===== config.mk =====
export PLATFORM = sky130hd
export DESIGN_NAME = uart_decode_trigger
export DESIGN_NICKNAME = d
export VERILOG_FILES = /design/src/hw/uart_trig_pkg.sv /design/src/hw/uart_decode_trigger.sv
export SDC_FILE = /design/constraint.sdc
export NUM_CORES = 1
export LEC_CHECK = 0
export ABC_CLOCK_PERIOD_IN_PS = 5490
export BUFFER_PORTS_ARGS = -buffer_cell sky130_fd_sc_hd__buf_4
export CORE_MARGIN = 2
export CORE_UTILIZATION = 58
export DETAILED_ROUTE_END_ITERATION = 7
export PLACE_DENSITY = 0.78
export SLEW_MARGIN = 10
export SYNTH_ARGS = -nofsm -noshare
export SYNTH_HDL_FRONTEND = slang
export SYNTH_SLANG_ARGS = --single-unit

===== constraint.sdc =====
create_clock -name i_clk_sys -period 5.49 [get_ports i_clk_sys]
set_input_delay 0.8235 -clock i_clk_sys [delete_from_list [all_inputs] [get_ports i_clk_sys]]
set_output_delay 0.8235 -clock i_clk_sys [all_outputs]
set_load 0.005 [all_outputs]

===== src/hw/uart_trig_pkg.sv =====
// uart decode trigger package: register map, fields, resets, modes, timing
package uart_trig_pkg;
	localparam int CLK_HZ = 250_000_000;
	localparam logic [7:0] ADDR_CTRL = 8'h00;
	localparam logic [7:0] ADDR_DIV = 8'h04;
	localparam logic [7:0] ADDR_IDLE = 8'h08;
	localparam logic [7:0] ADDR_POS = 8'h0c;
	localparam logic [7:0] ADDR_PAT0 = 8'h10;
	localparam logic [7:0] ADDR_STATUS = 8'h20;
	localparam logic [7:0] ADDR_LAST = 8'h24;
	localparam int CTRL_EN_BIT = 0;
	localparam int CTRL_POL_BIT = 1;
	localparam int CTRL_PAR_LSB = 2;
	localparam int CTRL_STOP_LSB = 4;
	localparam int CTRL_DBITS_LSB = 6;
	localparam int CTRL_TXEN_BIT = 10;
	localparam int CTRL_SRC_BIT = 11;
	localparam int CTRL_MODE_LSB = 12;
	localparam int CTRL_PRESET_LSB = 16;
	localparam int POS_CNT_LSB = 12;
	localparam int POS_NTH_LSB = 16;
	localparam int PAT_MASK_LSB = 16;
	localparam int ST_TRIG_BIT = 0;
	localparam int ST_RXBUSY_BIT = 1;
	localparam int ST_TXBUSY_BIT = 2;
	localparam int ST_FRM_BIT = 3;
	localparam int ST_PAR_BIT = 4;
	localparam int ST_BRK_BIT = 5;
	localparam int IDX_LSB = 16;
	localparam logic [19:0] CTRL_RST = 20'h00200;
	localparam logic [23:0] DIV_RST = 24'h00087a;
	localparam logic [23:0] IDLE_RST = 24'h005000;
	localparam logic [23:0] DIV_MIN = 24'h000004;
	localparam logic [3:0] DBITS_MIN = 4'h5;
	localparam logic [3:0] DBITS_MAX = 4'h9;
	typedef enum logic [1:0] {PAR_NONE, PAR_EVEN, PAR_ODD} parity_type;
	typedef enum logic [1:0] {STOP_1, STOP_1P5, STOP_2} stop_type;
	typedef enum logic [2:0] {TRIG_START, TRIG_FRAME_START, TRIG_FRAME_ERR, TRIG_SYMBOL,
		TRIG_BREAK, TRIG_PARITY, TRIG_PATTERN, TRIG_ANY} trig_mode_type;
	typedef enum logic [2:0] {RX_IDLE, RX_START, RX_DATA, RX_PARITY, RX_STOP1, RX_STOP2,
		RX_BREAK} rx_state_type;
	// preset bit rates, index 0 selects the user divider
	function automatic logic [23:0] preset_div(input logic [3:0] sel);
		case (sel)
			4'h1: return 24'(CLK_HZ / 300);
			4'h2: return 24'(CLK_HZ / 600);
			4'h3: return 24'(CLK_HZ / 1200);
			4'h4: return 24'(CLK_HZ / 2400);
			4'h5: return 24'(CLK_HZ / 4800);
			4'h6: return 24'(CLK_HZ / 9600);
			4'h7: return 24'(CLK_HZ / 19200);
			4'h8: return 24'(CLK_HZ / 38400);
			4'h9: return 24'(CLK_HZ / 57600);
			4'ha: return 24'(CLK_HZ / 115200);
			4'hb: return 24'(CLK_HZ / 230400);
			4'hc: return 24'(CLK_HZ / 460800);
			4'hd: return 24'(CLK_HZ / 921600);
			4'he: return 24'(CLK_HZ / 1000000);
			default: return 24'h000000;
		endcase
	endfunction
endpackage


===== src/hw/uart_decode_trigger.sv =====
// uart decode trigger: symbol receivers, trigger logic and avalon register slave
//
// Local design decisions: the Avalon-MM slave port and the address map.
`timescale 1ns/1ps
module uart_sym_rx (
	input wire logic i_clk_sys,
	input wire logic i_arst_n,
	input wire logic i_enable,
	input wire logic i_line,
	input wire logic [23:0] i_div,
	input wire logic [3:0] i_dbits,
	input wire logic [1:0] i_parity,
	input wire logic [1:0] i_stop,
	input wire logic [23:0] i_idle,
	output logic o_start,
	output logic o_frame_start,
	output logic o_sym_done,
	output logic o_par_err,
	output logic o_frm_err,
	output logic o_brk,
	output logic o_busy,
	output logic [8:0] o_sym_data,
	output logic [11:0] o_sym_idx
);
	uart_trig_pkg::rx_state_type state_r, state_nxt;
	logic [23:0] cnt_r, cnt_nxt;
	logic [3:0] bit_r, bit_nxt;
	logic [8:0] data_r, data_nxt;
	logic zero_r, zero_nxt;
	logic par_r, par_nxt;
	logic [23:0] gap_r, gap_nxt;
	logic open_r, open_nxt;
	logic [11:0] idx_r, idx_nxt;
	logic start_nxt, fstart_nxt, done_nxt, perr_nxt, ferr_nxt, brk_nxt;
	logic [8:0] sdata_nxt;
	logic [11:0] sidx_nxt;
	wire tick = (cnt_r == 24'h000000);
	wire [23:0] cnt_dec = cnt_r - 24'h000001;
	wire [23:0] full_load = i_div - 24'h000001;
	wire [23:0] half_load = (i_div >> 1) - 24'h000001;
	wire [23:0] half_stop_load = (i_div >> 1) + (i_div >> 2) - 24'h000001;
	wire par_bad = (i_parity == uart_trig_pkg::PAR_EVEN) ? (par_r ^ i_line) :
		(i_parity == uart_trig_pkg::PAR_ODD) ? ~(par_r ^ i_line) : 1'b0;
	wire gap_full = (gap_r >= i_idle);

	always_comb begin
		state_nxt = state_r;
		cnt_nxt = tick ? cnt_r : cnt_dec;
		bit_nxt = bit_r;
		data_nxt = data_r;
		zero_nxt = zero_r;
		par_nxt = par_r;
		gap_nxt = gap_r;
		open_nxt = open_r;
		idx_nxt = idx_r;
		start_nxt = 1'b0;
		fstart_nxt = 1'b0;
		done_nxt = 1'b0;
		perr_nxt = 1'b0;
		ferr_nxt = 1'b0;
		brk_nxt = 1'b0;
		sdata_nxt = o_sym_data;
		sidx_nxt = o_sym_idx;
		unique case (state_r)
			uart_trig_pkg::RX_IDLE: begin
				if (i_line && gap_r != 24'hffffff) begin
					gap_nxt = gap_r + 24'h000001;
				end
				if (i_enable && !i_line) begin
					state_nxt = uart_trig_pkg::RX_START;
					cnt_nxt = half_load;
				end
			end
			uart_trig_pkg::RX_START: begin
				if (tick) begin
					if (i_line) begin
						state_nxt = uart_trig_pkg::RX_IDLE;
					end else begin
						state_nxt = uart_trig_pkg::RX_DATA;
						cnt_nxt = full_load;
						bit_nxt = 4'h0;
						data_nxt = 9'h000;
						zero_nxt = 1'b1;
						par_nxt = 1'b0;
						start_nxt = 1'b1;
						fstart_nxt = !open_r || gap_full;
						if (!open_r || gap_full) begin
							idx_nxt = 12'h000;
						end
						open_nxt = 1'b1;
						gap_nxt = 24'h000000;
					end
				end
			end
			uart_trig_pkg::RX_DATA: begin
				if (tick) begin
					data_nxt[bit_r] = i_line;
					par_nxt = par_r ^ i_line;
					zero_nxt = zero_r & ~i_line;
					cnt_nxt = full_load;
					bit_nxt = bit_r + 4'h1;
					if (bit_r == i_dbits - 4'h1) begin
						state_nxt = (i_parity == uart_trig_pkg::PAR_EVEN ||
							i_parity == uart_trig_pkg::PAR_ODD) ?
							uart_trig_pkg::RX_PARITY : uart_trig_pkg::RX_STOP1;
					end
				end
			end
			uart_trig_pkg::RX_PARITY: begin
				if (tick) begin
					perr_nxt = par_bad;
					zero_nxt = zero_r & ~i_line;
					cnt_nxt = full_load;
					state_nxt = uart_trig_pkg::RX_STOP1;
				end
			end
			uart_trig_pkg::RX_STOP1: begin
				if (tick) begin
					ferr_nxt = !i_line;
					if (!i_line && zero_r) begin
						brk_nxt = 1'b1;
						state_nxt = uart_trig_pkg::RX_BREAK;
					end else if (i_stop == uart_trig_pkg::STOP_1) begin
						state_nxt = uart_trig_pkg::RX_IDLE;
						done_nxt = 1'b1;
						sdata_nxt = data_r;
						sidx_nxt = idx_r;
						idx_nxt = idx_r + 12'h001;
					end else begin
						state_nxt = uart_trig_pkg::RX_STOP2;
						cnt_nxt = (i_stop == uart_trig_pkg::STOP_1P5) ? half_stop_load :
							full_load;
					end
				end
			end
			uart_trig_pkg::RX_STOP2: begin
				if (tick) begin
					ferr_nxt = !i_line;
					state_nxt = uart_trig_pkg::RX_IDLE;
					done_nxt = 1'b1;
					sdata_nxt = data_r;
					sidx_nxt = idx_r;
					idx_nxt = idx_r + 12'h001;
				end
			end
			uart_trig_pkg::RX_BREAK: begin
				if (i_line) begin
					state_nxt = uart_trig_pkg::RX_IDLE;
				end
			end
			default: begin
				state_nxt = uart_trig_pkg::RX_IDLE;
			end
		endcase
	end

	always_ff @(posedge i_clk_sys or negedge i_arst_n) begin
		if (!i_arst_n) begin
			state_r <= uart_trig_pkg::RX_IDLE;
			cnt_r <= 24'h000000;
			bit_r <= 4'h0;
			data_r <= 9'h000;
			zero_r <= 1'b0;
			par_r <= 1'b0;
			gap_r <= 24'h000000;
			open_r <= 1'b0;
			idx_r <= 12'h000;
		end else begin
			state_r <= state_nxt;
			cnt_r <= cnt_nxt;
			bit_r <= bit_nxt;
			data_r <= data_nxt;
			zero_r <= zero_nxt;
			par_r <= par_nxt;
			gap_r <= gap_nxt;
			open_r <= open_nxt;
			idx_r <= idx_nxt;
		end
	end

	always_ff @(posedge i_clk_sys or negedge i_arst_n) begin
		if (!i_arst_n) begin
			o_start <= 1'b0;
			o_frame_start <= 1'b0;
			o_sym_done <= 1'b0;
			o_par_err <= 1'b0;
			o_frm_err <= 1'b0;
			o_brk <= 1'b0;
			o_sym_data <= 9'h000;
			o_sym_idx <= 12'h000;
		end else begin
			o_start <= start_nxt;
			o_frame_start <= fstart_nxt;
			o_sym_done <= done_nxt;
			o_par_err <= perr_nxt;
			o_frm_err <= ferr_nxt;
			o_brk <= brk_nxt;
			o_sym_data <= sdata_nxt;
			o_sym_idx <= sidx_nxt;
		end
	end

	assign o_busy = (state_r != uart_trig_pkg::RX_IDLE);
endmodule

module uart_decode_trigger (
	input wire logic i_clk_sys,
	input wire logic i_arst_n,
	input wire logic i_rx,
	input wire logic i_tx,
	input wire logic [7:0] i_avs_address,
	input wire logic i_avs_read,
	input wire logic i_avs_write,
	input wire logic [31:0] i_avs_writedata,
	input wire logic [3:0] i_avs_byteenable,
	output logic [31:0] o_avs_readdata,
	output logic o_avs_waitrequest,
	output logic o_trigger,
	output logic o_triggered
);
	// byte-enable merge of a register word
	function automatic logic [31:0] be_merge(input logic [31:0] old_v, input logic [31:0] new_v,
		input logic [3:0] be);
		logic [31:0] r;
		r = old_v;
		for (int i = 0; i < 4; i++) begin
			if (be[i]) begin
				r[i*8 +: 8] = new_v[i*8 +: 8];
			end
		end
		return r;
	endfunction

	// symbol compare over the active data width, mask one means compare
	function automatic logic sym_match(input logic [8:0] data, input logic [24:0] pat,
		input logic [3:0] dbits);
		logic [8:0] wmask;
		wmask = 9'h1ff >> (4'h9 - dbits);
		return (((data ^ pat[8:0]) & pat[uart_trig_pkg::PAT_MASK_LSB +: 9] & wmask) == 9'h000);
	endfunction

	logic [19:0] ctrl_r;
	logic [23:0] div_r;
	logic [23:0] idle_r;
	logic [27:0] pos_r;
	logic [24:0] pat_r [0:3];
	logic [5:0] sticky_r;
	logic ack_r;
	logic [31:0] rdata_r;
	logic rx_s1_r, rx_s2_r, tx_s1_r, tx_s2_r;
	logic run_r, run_nxt;
	logic trig_r;

	// avalon slave: one wait cycle, then the answer
	wire req = i_avs_read | i_avs_write;
	wire wr_go = i_avs_write & ack_r;
	wire rd_take = i_avs_read & ~ack_r;
	wire [5:0] wsel = i_avs_address[7:2];
	wire hit_ctrl = (wsel == uart_trig_pkg::ADDR_CTRL[7:2]);
	wire hit_div = (wsel == uart_trig_pkg::ADDR_DIV[7:2]);
	wire hit_idle = (wsel == uart_trig_pkg::ADDR_IDLE[7:2]);
	wire hit_pos = (wsel == uart_trig_pkg::ADDR_POS[7:2]);
	wire hit_pat = (i_avs_address[7:4] == uart_trig_pkg::ADDR_PAT0[7:4]);
	wire hit_status = (wsel == uart_trig_pkg::ADDR_STATUS[7:2]);
	wire hit_last = (wsel == uart_trig_pkg::ADDR_LAST[7:2]);
	wire [1:0] pat_sel = i_avs_address[3:2];

	// configuration fields
	wire cfg_en = ctrl_r[uart_trig_pkg::CTRL_EN_BIT];
	wire cfg_pol = ctrl_r[uart_trig_pkg::CTRL_POL_BIT];
	wire [1:0] cfg_par = ctrl_r[uart_trig_pkg::CTRL_PAR_LSB +: 2];
	wire [1:0] cfg_stop = ctrl_r[uart_trig_pkg::CTRL_STOP_LSB +: 2];
	wire [3:0] cfg_dbits_raw = ctrl_r[uart_trig_pkg::CTRL_DBITS_LSB +: 4];
	wire cfg_txen = ctrl_r[uart_trig_pkg::CTRL_TXEN_BIT];
	wire cfg_src_tx = ctrl_r[uart_trig_pkg::CTRL_SRC_BIT] & cfg_txen;
	wire [2:0] cfg_mode = ctrl_r[uart_trig_pkg::CTRL_MODE_LSB +: 3];
	wire [3:0] cfg_preset = ctrl_r[uart_trig_pkg::CTRL_PRESET_LSB +: 4];
	wire [3:0] dbits = (cfg_dbits_raw < uart_trig_pkg::DBITS_MIN) ? uart_trig_pkg::DBITS_MIN :
		(cfg_dbits_raw > uart_trig_pkg::DBITS_MAX) ? uart_trig_pkg::DBITS_MAX :
		cfg_dbits_raw;
	wire [23:0] div_sel = (cfg_preset == 4'h0) ? div_r :
		uart_trig_pkg::preset_div(cfg_preset);
	wire [23:0] div_eff = (div_sel < uart_trig_pkg::DIV_MIN) ? uart_trig_pkg::DIV_MIN : div_sel;
	wire [11:0] pat_off = pos_r[11:0];
	wire [1:0] pat_last = pos_r[uart_trig_pkg::POS_CNT_LSB +: 2];
	wire [11:0] nth = pos_r[uart_trig_pkg::POS_NTH_LSB +: 12];

	// polarity applied to both lines
	wire rx_line = rx_s2_r ^ cfg_pol;
	wire tx_line = tx_s2_r ^ cfg_pol;

	logic rx_start, rx_fstart, rx_done, rx_perr, rx_ferr, rx_brk, rx_busy;
	logic tx_start, tx_fstart, tx_done, tx_perr, tx_ferr, tx_brk, tx_busy;
	logic [8:0] rx_data, tx_data;
	logic [11:0] rx_idx, tx_idx;

	uart_sym_rx u_rx (
		.i_clk_sys(i_clk_sys),
		.i_arst_n(i_arst_n),
		.i_enable(cfg_en),
		.i_line(rx_line),
		.i_div(div_eff),
		.i_dbits(dbits),
		.i_parity(cfg_par),
		.i_stop(cfg_stop),
		.i_idle(idle_r),
		.o_start(rx_start),
		.o_frame_start(rx_fstart),
		.o_sym_done(rx_done),
		.o_par_err(rx_perr),
		.o_frm_err(rx_ferr),
		.o_brk(rx_brk),
		.o_busy(rx_busy),
		.o_sym_data(rx_data),
		.o_sym_idx(rx_idx)
	);

	uart_sym_rx u_tx (
		.i_clk_sys(i_clk_sys),
		.i_arst_n(i_arst_n),
		.i_enable(cfg_en & cfg_txen),
		.i_line(tx_line),
		.i_div(div_eff),
		.i_dbits(dbits),
		.i_parity(cfg_par),
		.i_stop(cfg_stop),
		.i_idle(idle_r),
		.o_start(tx_start),
		.o_frame_start(tx_fstart),
		.o_sym_done(tx_done),
		.o_par_err(tx_perr),
		.o_frm_err(tx_ferr),
		.o_brk(tx_brk),
		.o_busy(tx_busy),
		.o_sym_data(tx_data),
		.o_sym_idx(tx_idx)
	);

	// trigger source selection
	wire s_start = cfg_src_tx ? tx_start : rx_start;
	wire s_fstart = cfg_src_tx ? tx_fstart : rx_fstart;
	wire s_done = cfg_src_tx ? tx_done : rx_done;
	wire s_perr = cfg_src_tx ? tx_perr : rx_perr;
	wire s_ferr = cfg_src_tx ? tx_ferr : rx_ferr;
	wire s_brk = cfg_src_tx ? tx_brk : rx_brk;
	wire [8:0] s_data = cfg_src_tx ? tx_data : rx_data;
	wire [11:0] s_idx = cfg_src_tx ? tx_idx : rx_idx;

	// pattern window tracking
	wire [11:0] pat_pos = s_idx - pat_off;
	wire in_win = (s_idx >= pat_off) && (pat_pos <= {10'h000, pat_last});
	wire pos_match = sym_match(s_data, pat_r[pat_pos[1:0]], dbits);
	wire run_all = (pat_pos == 12'h000) ? pos_match : (run_r & pos_match);
	wire pat_hit = s_done && in_win && run_all && (pat_pos[1:0] == pat_last);
	wire any_hit = s_done && sym_match(s_data, pat_r[0], dbits);

	logic trig_nxt;
	always_comb begin
		run_nxt = run_r;
		if (s_done && in_win) begin
			run_nxt = run_all;
		end
		unique case (cfg_mode)
			uart_trig_pkg::TRIG_START: trig_nxt = s_start;
			uart_trig_pkg::TRIG_FRAME_START: trig_nxt = s_start & s_fstart;
			uart_trig_pkg::TRIG_FRAME_ERR: trig_nxt = s_ferr;
			uart_trig_pkg::TRIG_SYMBOL: trig_nxt = s_done && (s_idx == nth);
			uart_trig_pkg::TRIG_BREAK: trig_nxt = s_brk;
			uart_trig_pkg::TRIG_PARITY: trig_nxt = s_perr;
			uart_trig_pkg::TRIG_PATTERN: trig_nxt = pat_hit;
			uart_trig_pkg::TRIG_ANY: trig_nxt = any_hit;
		endcase
	end

	// sticky status events, set wins over write-one-to-clear
	wire [5:0] ev_set = {s_brk, s_perr, s_ferr, 2'b00, trig_r};
	wire [5:0] w1c = (wr_go && hit_status && i_avs_byteenable[0]) ?
		i_avs_writedata[5:0] : 6'h00;
	wire [5:0] sticky_nxt = (sticky_r & ~w1c & 6'h39) | ev_set;

	wire [31:0] pat_word = {7'h00, pat_r[pat_sel]};
	wire [31:0] status_word = {4'h0, s_idx, 10'h000, sticky_r[5:3], tx_busy, rx_busy,
		sticky_r[0]};
	wire [31:0] rd_mux = hit_ctrl ? {12'h000, ctrl_r} :
		hit_div ? {8'h00, div_r} :
		hit_idle ? {8'h00, idle_r} :
		hit_pos ? {4'h0, pos_r} :
		hit_pat ? pat_word :
		hit_status ? status_word :
		hit_last ? {4'h0, s_idx, 7'h00, s_data} : 32'h00000000;

	always_ff @(posedge i_clk_sys or negedge i_arst_n) begin
		if (!i_arst_n) begin
			rx_s1_r <= 1'b1;
			rx_s2_r <= 1'b1;
			tx_s1_r <= 1'b1;
			tx_s2_r <= 1'b1;
		end else begin
			rx_s1_r <= i_rx;
			rx_s2_r <= rx_s1_r;
			tx_s1_r <= i_tx;
			tx_s2_r <= tx_s1_r;
		end
	end

	always_ff @(posedge i_clk_sys or negedge i_arst_n) begin
		if (!i_arst_n) begin
			ack_r <= 1'b0;
			rdata_r <= 32'h00000000;
		end else begin
			ack_r <= req & ~ack_r;
			if (rd_take) begin
				rdata_r <= rd_mux;
			end
		end
	end

	always_ff @(posedge i_clk_sys or negedge i_arst_n) begin
		if (!i_arst_n) begin
			ctrl_r <= uart_trig_pkg::CTRL_RST;
			div_r <= uart_trig_pkg::DIV_RST;
			idle_r <= uart_trig_pkg::IDLE_RST;
			pos_r <= 28'h0000000;
		end else if (wr_go) begin
			if (hit_ctrl) begin
				ctrl_r <= 20'(be_merge({12'h000, ctrl_r}, i_avs_writedata, i_avs_byteenable));
			end
			if (hit_div) begin
				div_r <= 24'(be_merge({8'h00, div_r}, i_avs_writedata, i_avs_byteenable));
			end
			if (hit_idle) begin
				idle_r <= 24'(be_merge({8'h00, idle_r}, i_avs_writedata, i_avs_byteenable));
			end
			if (hit_pos) begin
				pos_r <= 28'(be_merge({4'h0, pos_r}, i_avs_writedata, i_avs_byteenable));
			end
		end
	end

	always_ff @(posedge i_clk_sys or negedge i_arst_n) begin
		if (!i_arst_n) begin
			for (int i = 0; i < 4; i++) begin
				pat_r[i] <= 25'h0000000;
			end
		end else if (wr_go && hit_pat) begin
			pat_r[pat_sel] <= 25'(be_merge(pat_word, i_avs_writedata, i_avs_byteenable));
		end
	end

	always_ff @(posedge i_clk_sys or negedge i_arst_n) begin
		if (!i_arst_n) begin
			sticky_r <= 6'h00;
			run_r <= 1'b0;
			trig_r <= 1'b0;
		end else begin
			sticky_r <= sticky_nxt;
			run_r <= run_nxt;
			trig_r <= trig_nxt & cfg_en;
		end
	end

	assign o_avs_waitrequest = req & ~ack_r;
	assign o_avs_readdata = rdata_r;
	assign o_trigger = trig_r;
	assign o_triggered = sticky_r[uart_trig_pkg::ST_TRIG_BIT];
endmodule


==> results.yml <==
run_status:
  status: "complete, no violations"
timing:
  fin_skew_ns: 0.0514
  drv_slew: 0
  tightest_slew_ns: 1.27
  rsz0062_at_grt: "false"
  hold_viol: 0
  setup_viol: 0
  period_share_pct: 96.4
  holdWs_ns: 0.314
  relSlewSlack_pct: 15.4
  min_period_ns: 5.29
  final.setup.tns_ns: 0
  fmax_mhz: 189
routing:
  routedWlPerCell_um: 25.9
  dr.pass1.iters: 7
  drtIter0Drc: 3185
  vias: 26744
  vias_per_cell: 6.64
  drcViolationCount: 0
  routed_wl_um: 104000
  ant_nets: 0
cts:
  cts_buffer_depth: 3
  clk_pin_slew_ns: 0.07
  cts_root_buffer: "clkbuf_16"
  htree_levels: 2
  cts_tree: "done"
  clock_latency_ns: 0.63
  cts_inserted_buffers: 51
  cts.sinks: 447
setup_path:
  path_cells: "inv_1 > ha_4 > nor2_2 > o2bb2ai_1 > mux2_2 > or4b_4 > nor3_4 > nor2_1 > buf_4 > ha_1 > inv_2 > ha_4 > buf_4 > a21o_1 > a21oi_1 > o21a_1 > nor3_1 > o221ai_1 > o21ai_0 > xnor2_1 > a22oi_1 > buf_4 > a21boi_0 > o21ai_0"
  critPathArrivalTime_ns: 5.76
  critPathMostFrequentCell: "buf_4"
  crit_slowest_cell: "or4b_4"
  slowest_delay_ns: 0.54
  critPathBufInv: 5
  worst_ep_required_time_ns: 5.95
  path_class: "reg2reg"
  crit_path_end_kind: "flop"
  worstPathMaxFanout: 4
  critical_path.top_delay_family: "compound AO/OA/AOI/OAI gates"
  ff2ff_setup_slack_ns: 0.20
  cp-start-kind: "flop"
synth:
  synth_edf_count: 0
  async_flop_share_pct: 100
  netlist.area_leader.share_pct: 37.5
  yosysWarnings: 0
  seq_area_frac_synth_pct: 38.6
  synth_largest_area_cell: "dfrtp_1"
  synthCells: 3238
  netlist_area_um2: 29000
  synth.area.top_cells: "dfrtp_1 37%, ha_1 6.6%, nand2_1 4.5%, nor2_1 4.4%, o21ai_0 4.3%"
  synth.distinct_cells: 94
  ys.flop_type: "dfrtp_1"
  avgSynthCellArea_um2: 8.95
  synth_seq_cells: 447
finish:
  layout-drive-gt1-share_pct: 14.3
  layout.nets: 3528
  fin_cells: 4026
  final_common_cell: "dfrtp_1"
  final_cell_mix: "434 x dfrtp_1, 351 x nand2_1, 337 x nor2_1"
  area_delta_synth_final_pct: 12.0
  fillers: 3981
  antenna_cells: 0
die:
  die-area_um2: 51800
  dieHeight_um: 228
  io_pins: 85
  core_um2: 49200
  rows: 81
  initial_core_util_pct: 59.0
  fp.dieW_um: 228
pwr:
  leakage_nw: 15.1
  p_sw_share_pct: 40.3
  netSwitchingPower_w: 0.00506
  comb_power_share_pct: 39.3
  powerDensity_nw_per_um2: 386
  p_int_w: 0.00749
  p_clk_share_pct: 27.6
  peakVddDrop_uv: 286
  seqPwrFrac_pct: 33.1
global_routing:
  grt_util_all_layers_pct: 40.7
  grt_overflow: 0
  grt_max_degree: 181
  grt_pass1_wl_um: 156000
  grt_pass1_vias: 25628
  antenna_found_initial: 4
placed_design:
  io_buffers: 74
  gp_congestion: 1.02
  dp.cells: 3930
  dp_hpwl_um: 77900
worst_hold_path:
  hp-class: "in2reg"
run:
  drv_cap: 0
-- area by class of cell --
| cell class | count | area, um^2 | area share (%) |
|---|---|---|---|
| well taps | 664 | 831 | 2.56 |
| repair buffers | 178 | 1390 | 4.27 |
| clock inverters | 15 | 148 | 0.455 |
| flip-flops and latches | 447 | 11200 | 34.5 |
| multi-input cells | 2482 | 16800 | 51.6 |
| clock buffers | 78 | 1550 | 4.77 |
| inverters | 162 | 609 | 1.88 |
-- final timing paths --
kind,startpoint,endpoint,depth (start not counted)
max in group asynchronous,i_arst_n,o_avs_readdata[21],3
setup reg to reg,ctrl_r[17],u_rx.cnt_r[20],24
hold / removal,i_tx,tx_s1_r,1
min in group asynchronous,i_arst_n,pat_r[97],2
setup / recovery,ctrl_r[17],u_rx.cnt_r[20],24
hold reg to reg,tx_s1_r,tx_s2_r,0
-- timing repair --
action | in CTS | in global routing
setup endpoints to repair | 2 | 12
hold buffers | 1 | 0
pin swaps | 1 | 10
gates resized for setup | 3 | 22
endpoints found under the hold margin | 8 | 0
buffers inserted | 0 | 2
-- cells in the mapped netlist, types with 55 or more instances --
library cell	instances
a21oi_1	238
clkbuf_1	117
dfrtp_1	434
ha_1	153
inv_1	157
mux2_2	97
mux2i_1	55
nand2_1	351
nand3_1	79
nor2_1	341
nor3_1	74
o21ai_0	248
xnor2_1	117
xor2_1	83
-- stage by stage --
step / worst slack, ns / instance area, um^2 / power [W] / utilization [%]
2_1_floorplan: 0.0165 / 29000 / 0.00714 / -
3_3_place_gp: 0.114 / 30700 / 0.00874 / 62.4
3_5_place_dp: -0.0262 / 30700 / 0.00884 / 62.4
4_1_cts: 0.000349 / 32400 / 0.0123 / 65.9
5_1_grt: 0.00230 / 32500 / 0.0131 / 66.1
6_report: 0.200 / 32500 / 0.0125 / 66.1
-- state kept, by name (all words and copies together) (netlist names), 20 cells and up --
| register | count |
|---|---|
| ctrl_r | 20 |
| div_r | 24 |
| idle_r | 24 |
| o_avs_readdata | 28 |
| pat_r | 100 |
| pos_r | 28 |
| u_rx.cnt_r | 24 |
| u_rx.gap_r | 24 |
| u_tx.cnt_r | 24 |
| u_tx.gap_r | 24 |
-- power groups by stage --
stage / clock, W / combinational, W / sequential [W]
2_1_floorplan: 0 / 0.00319 / 0.00396
3_3_place_gp: 0 / 0.00459 / 0.00415
3_5_place_dp: 0 / 0.00467 / 0.00417
4_1_cts: 0.00348 / 0.00472 / 0.00412
5_1_grt: 0.00361 / 0.00528 / 0.00419
6_report: 0.00346 / 0.00493 / 0.00416
-- per-layer routing --
layer	track usage, %	share of wire (%)	routed length [um]	up-vias
met5	0	0.012	12	-
met4	23.6	6.6	6840	2
met3	9.54	11	11000	356
met2	58.8	42	44000	1492
met1	56.0	41	42400	13119
li1	-	-	-	11775
-- logic make-up after synthesis --
kind of cell    Yosys count  synth area share, %
compound gates          821                 17.6
flops                   447                 38.6
fa+ha+maj               156                 6.81
other cells               1               0.0129
xor+xnor                200                 6.04
buf+inv                 312                 4.17
simple gates           1107                 17.8
mux                     194                 8.93
Note: power is estimated with default switching activity, not from simulation.
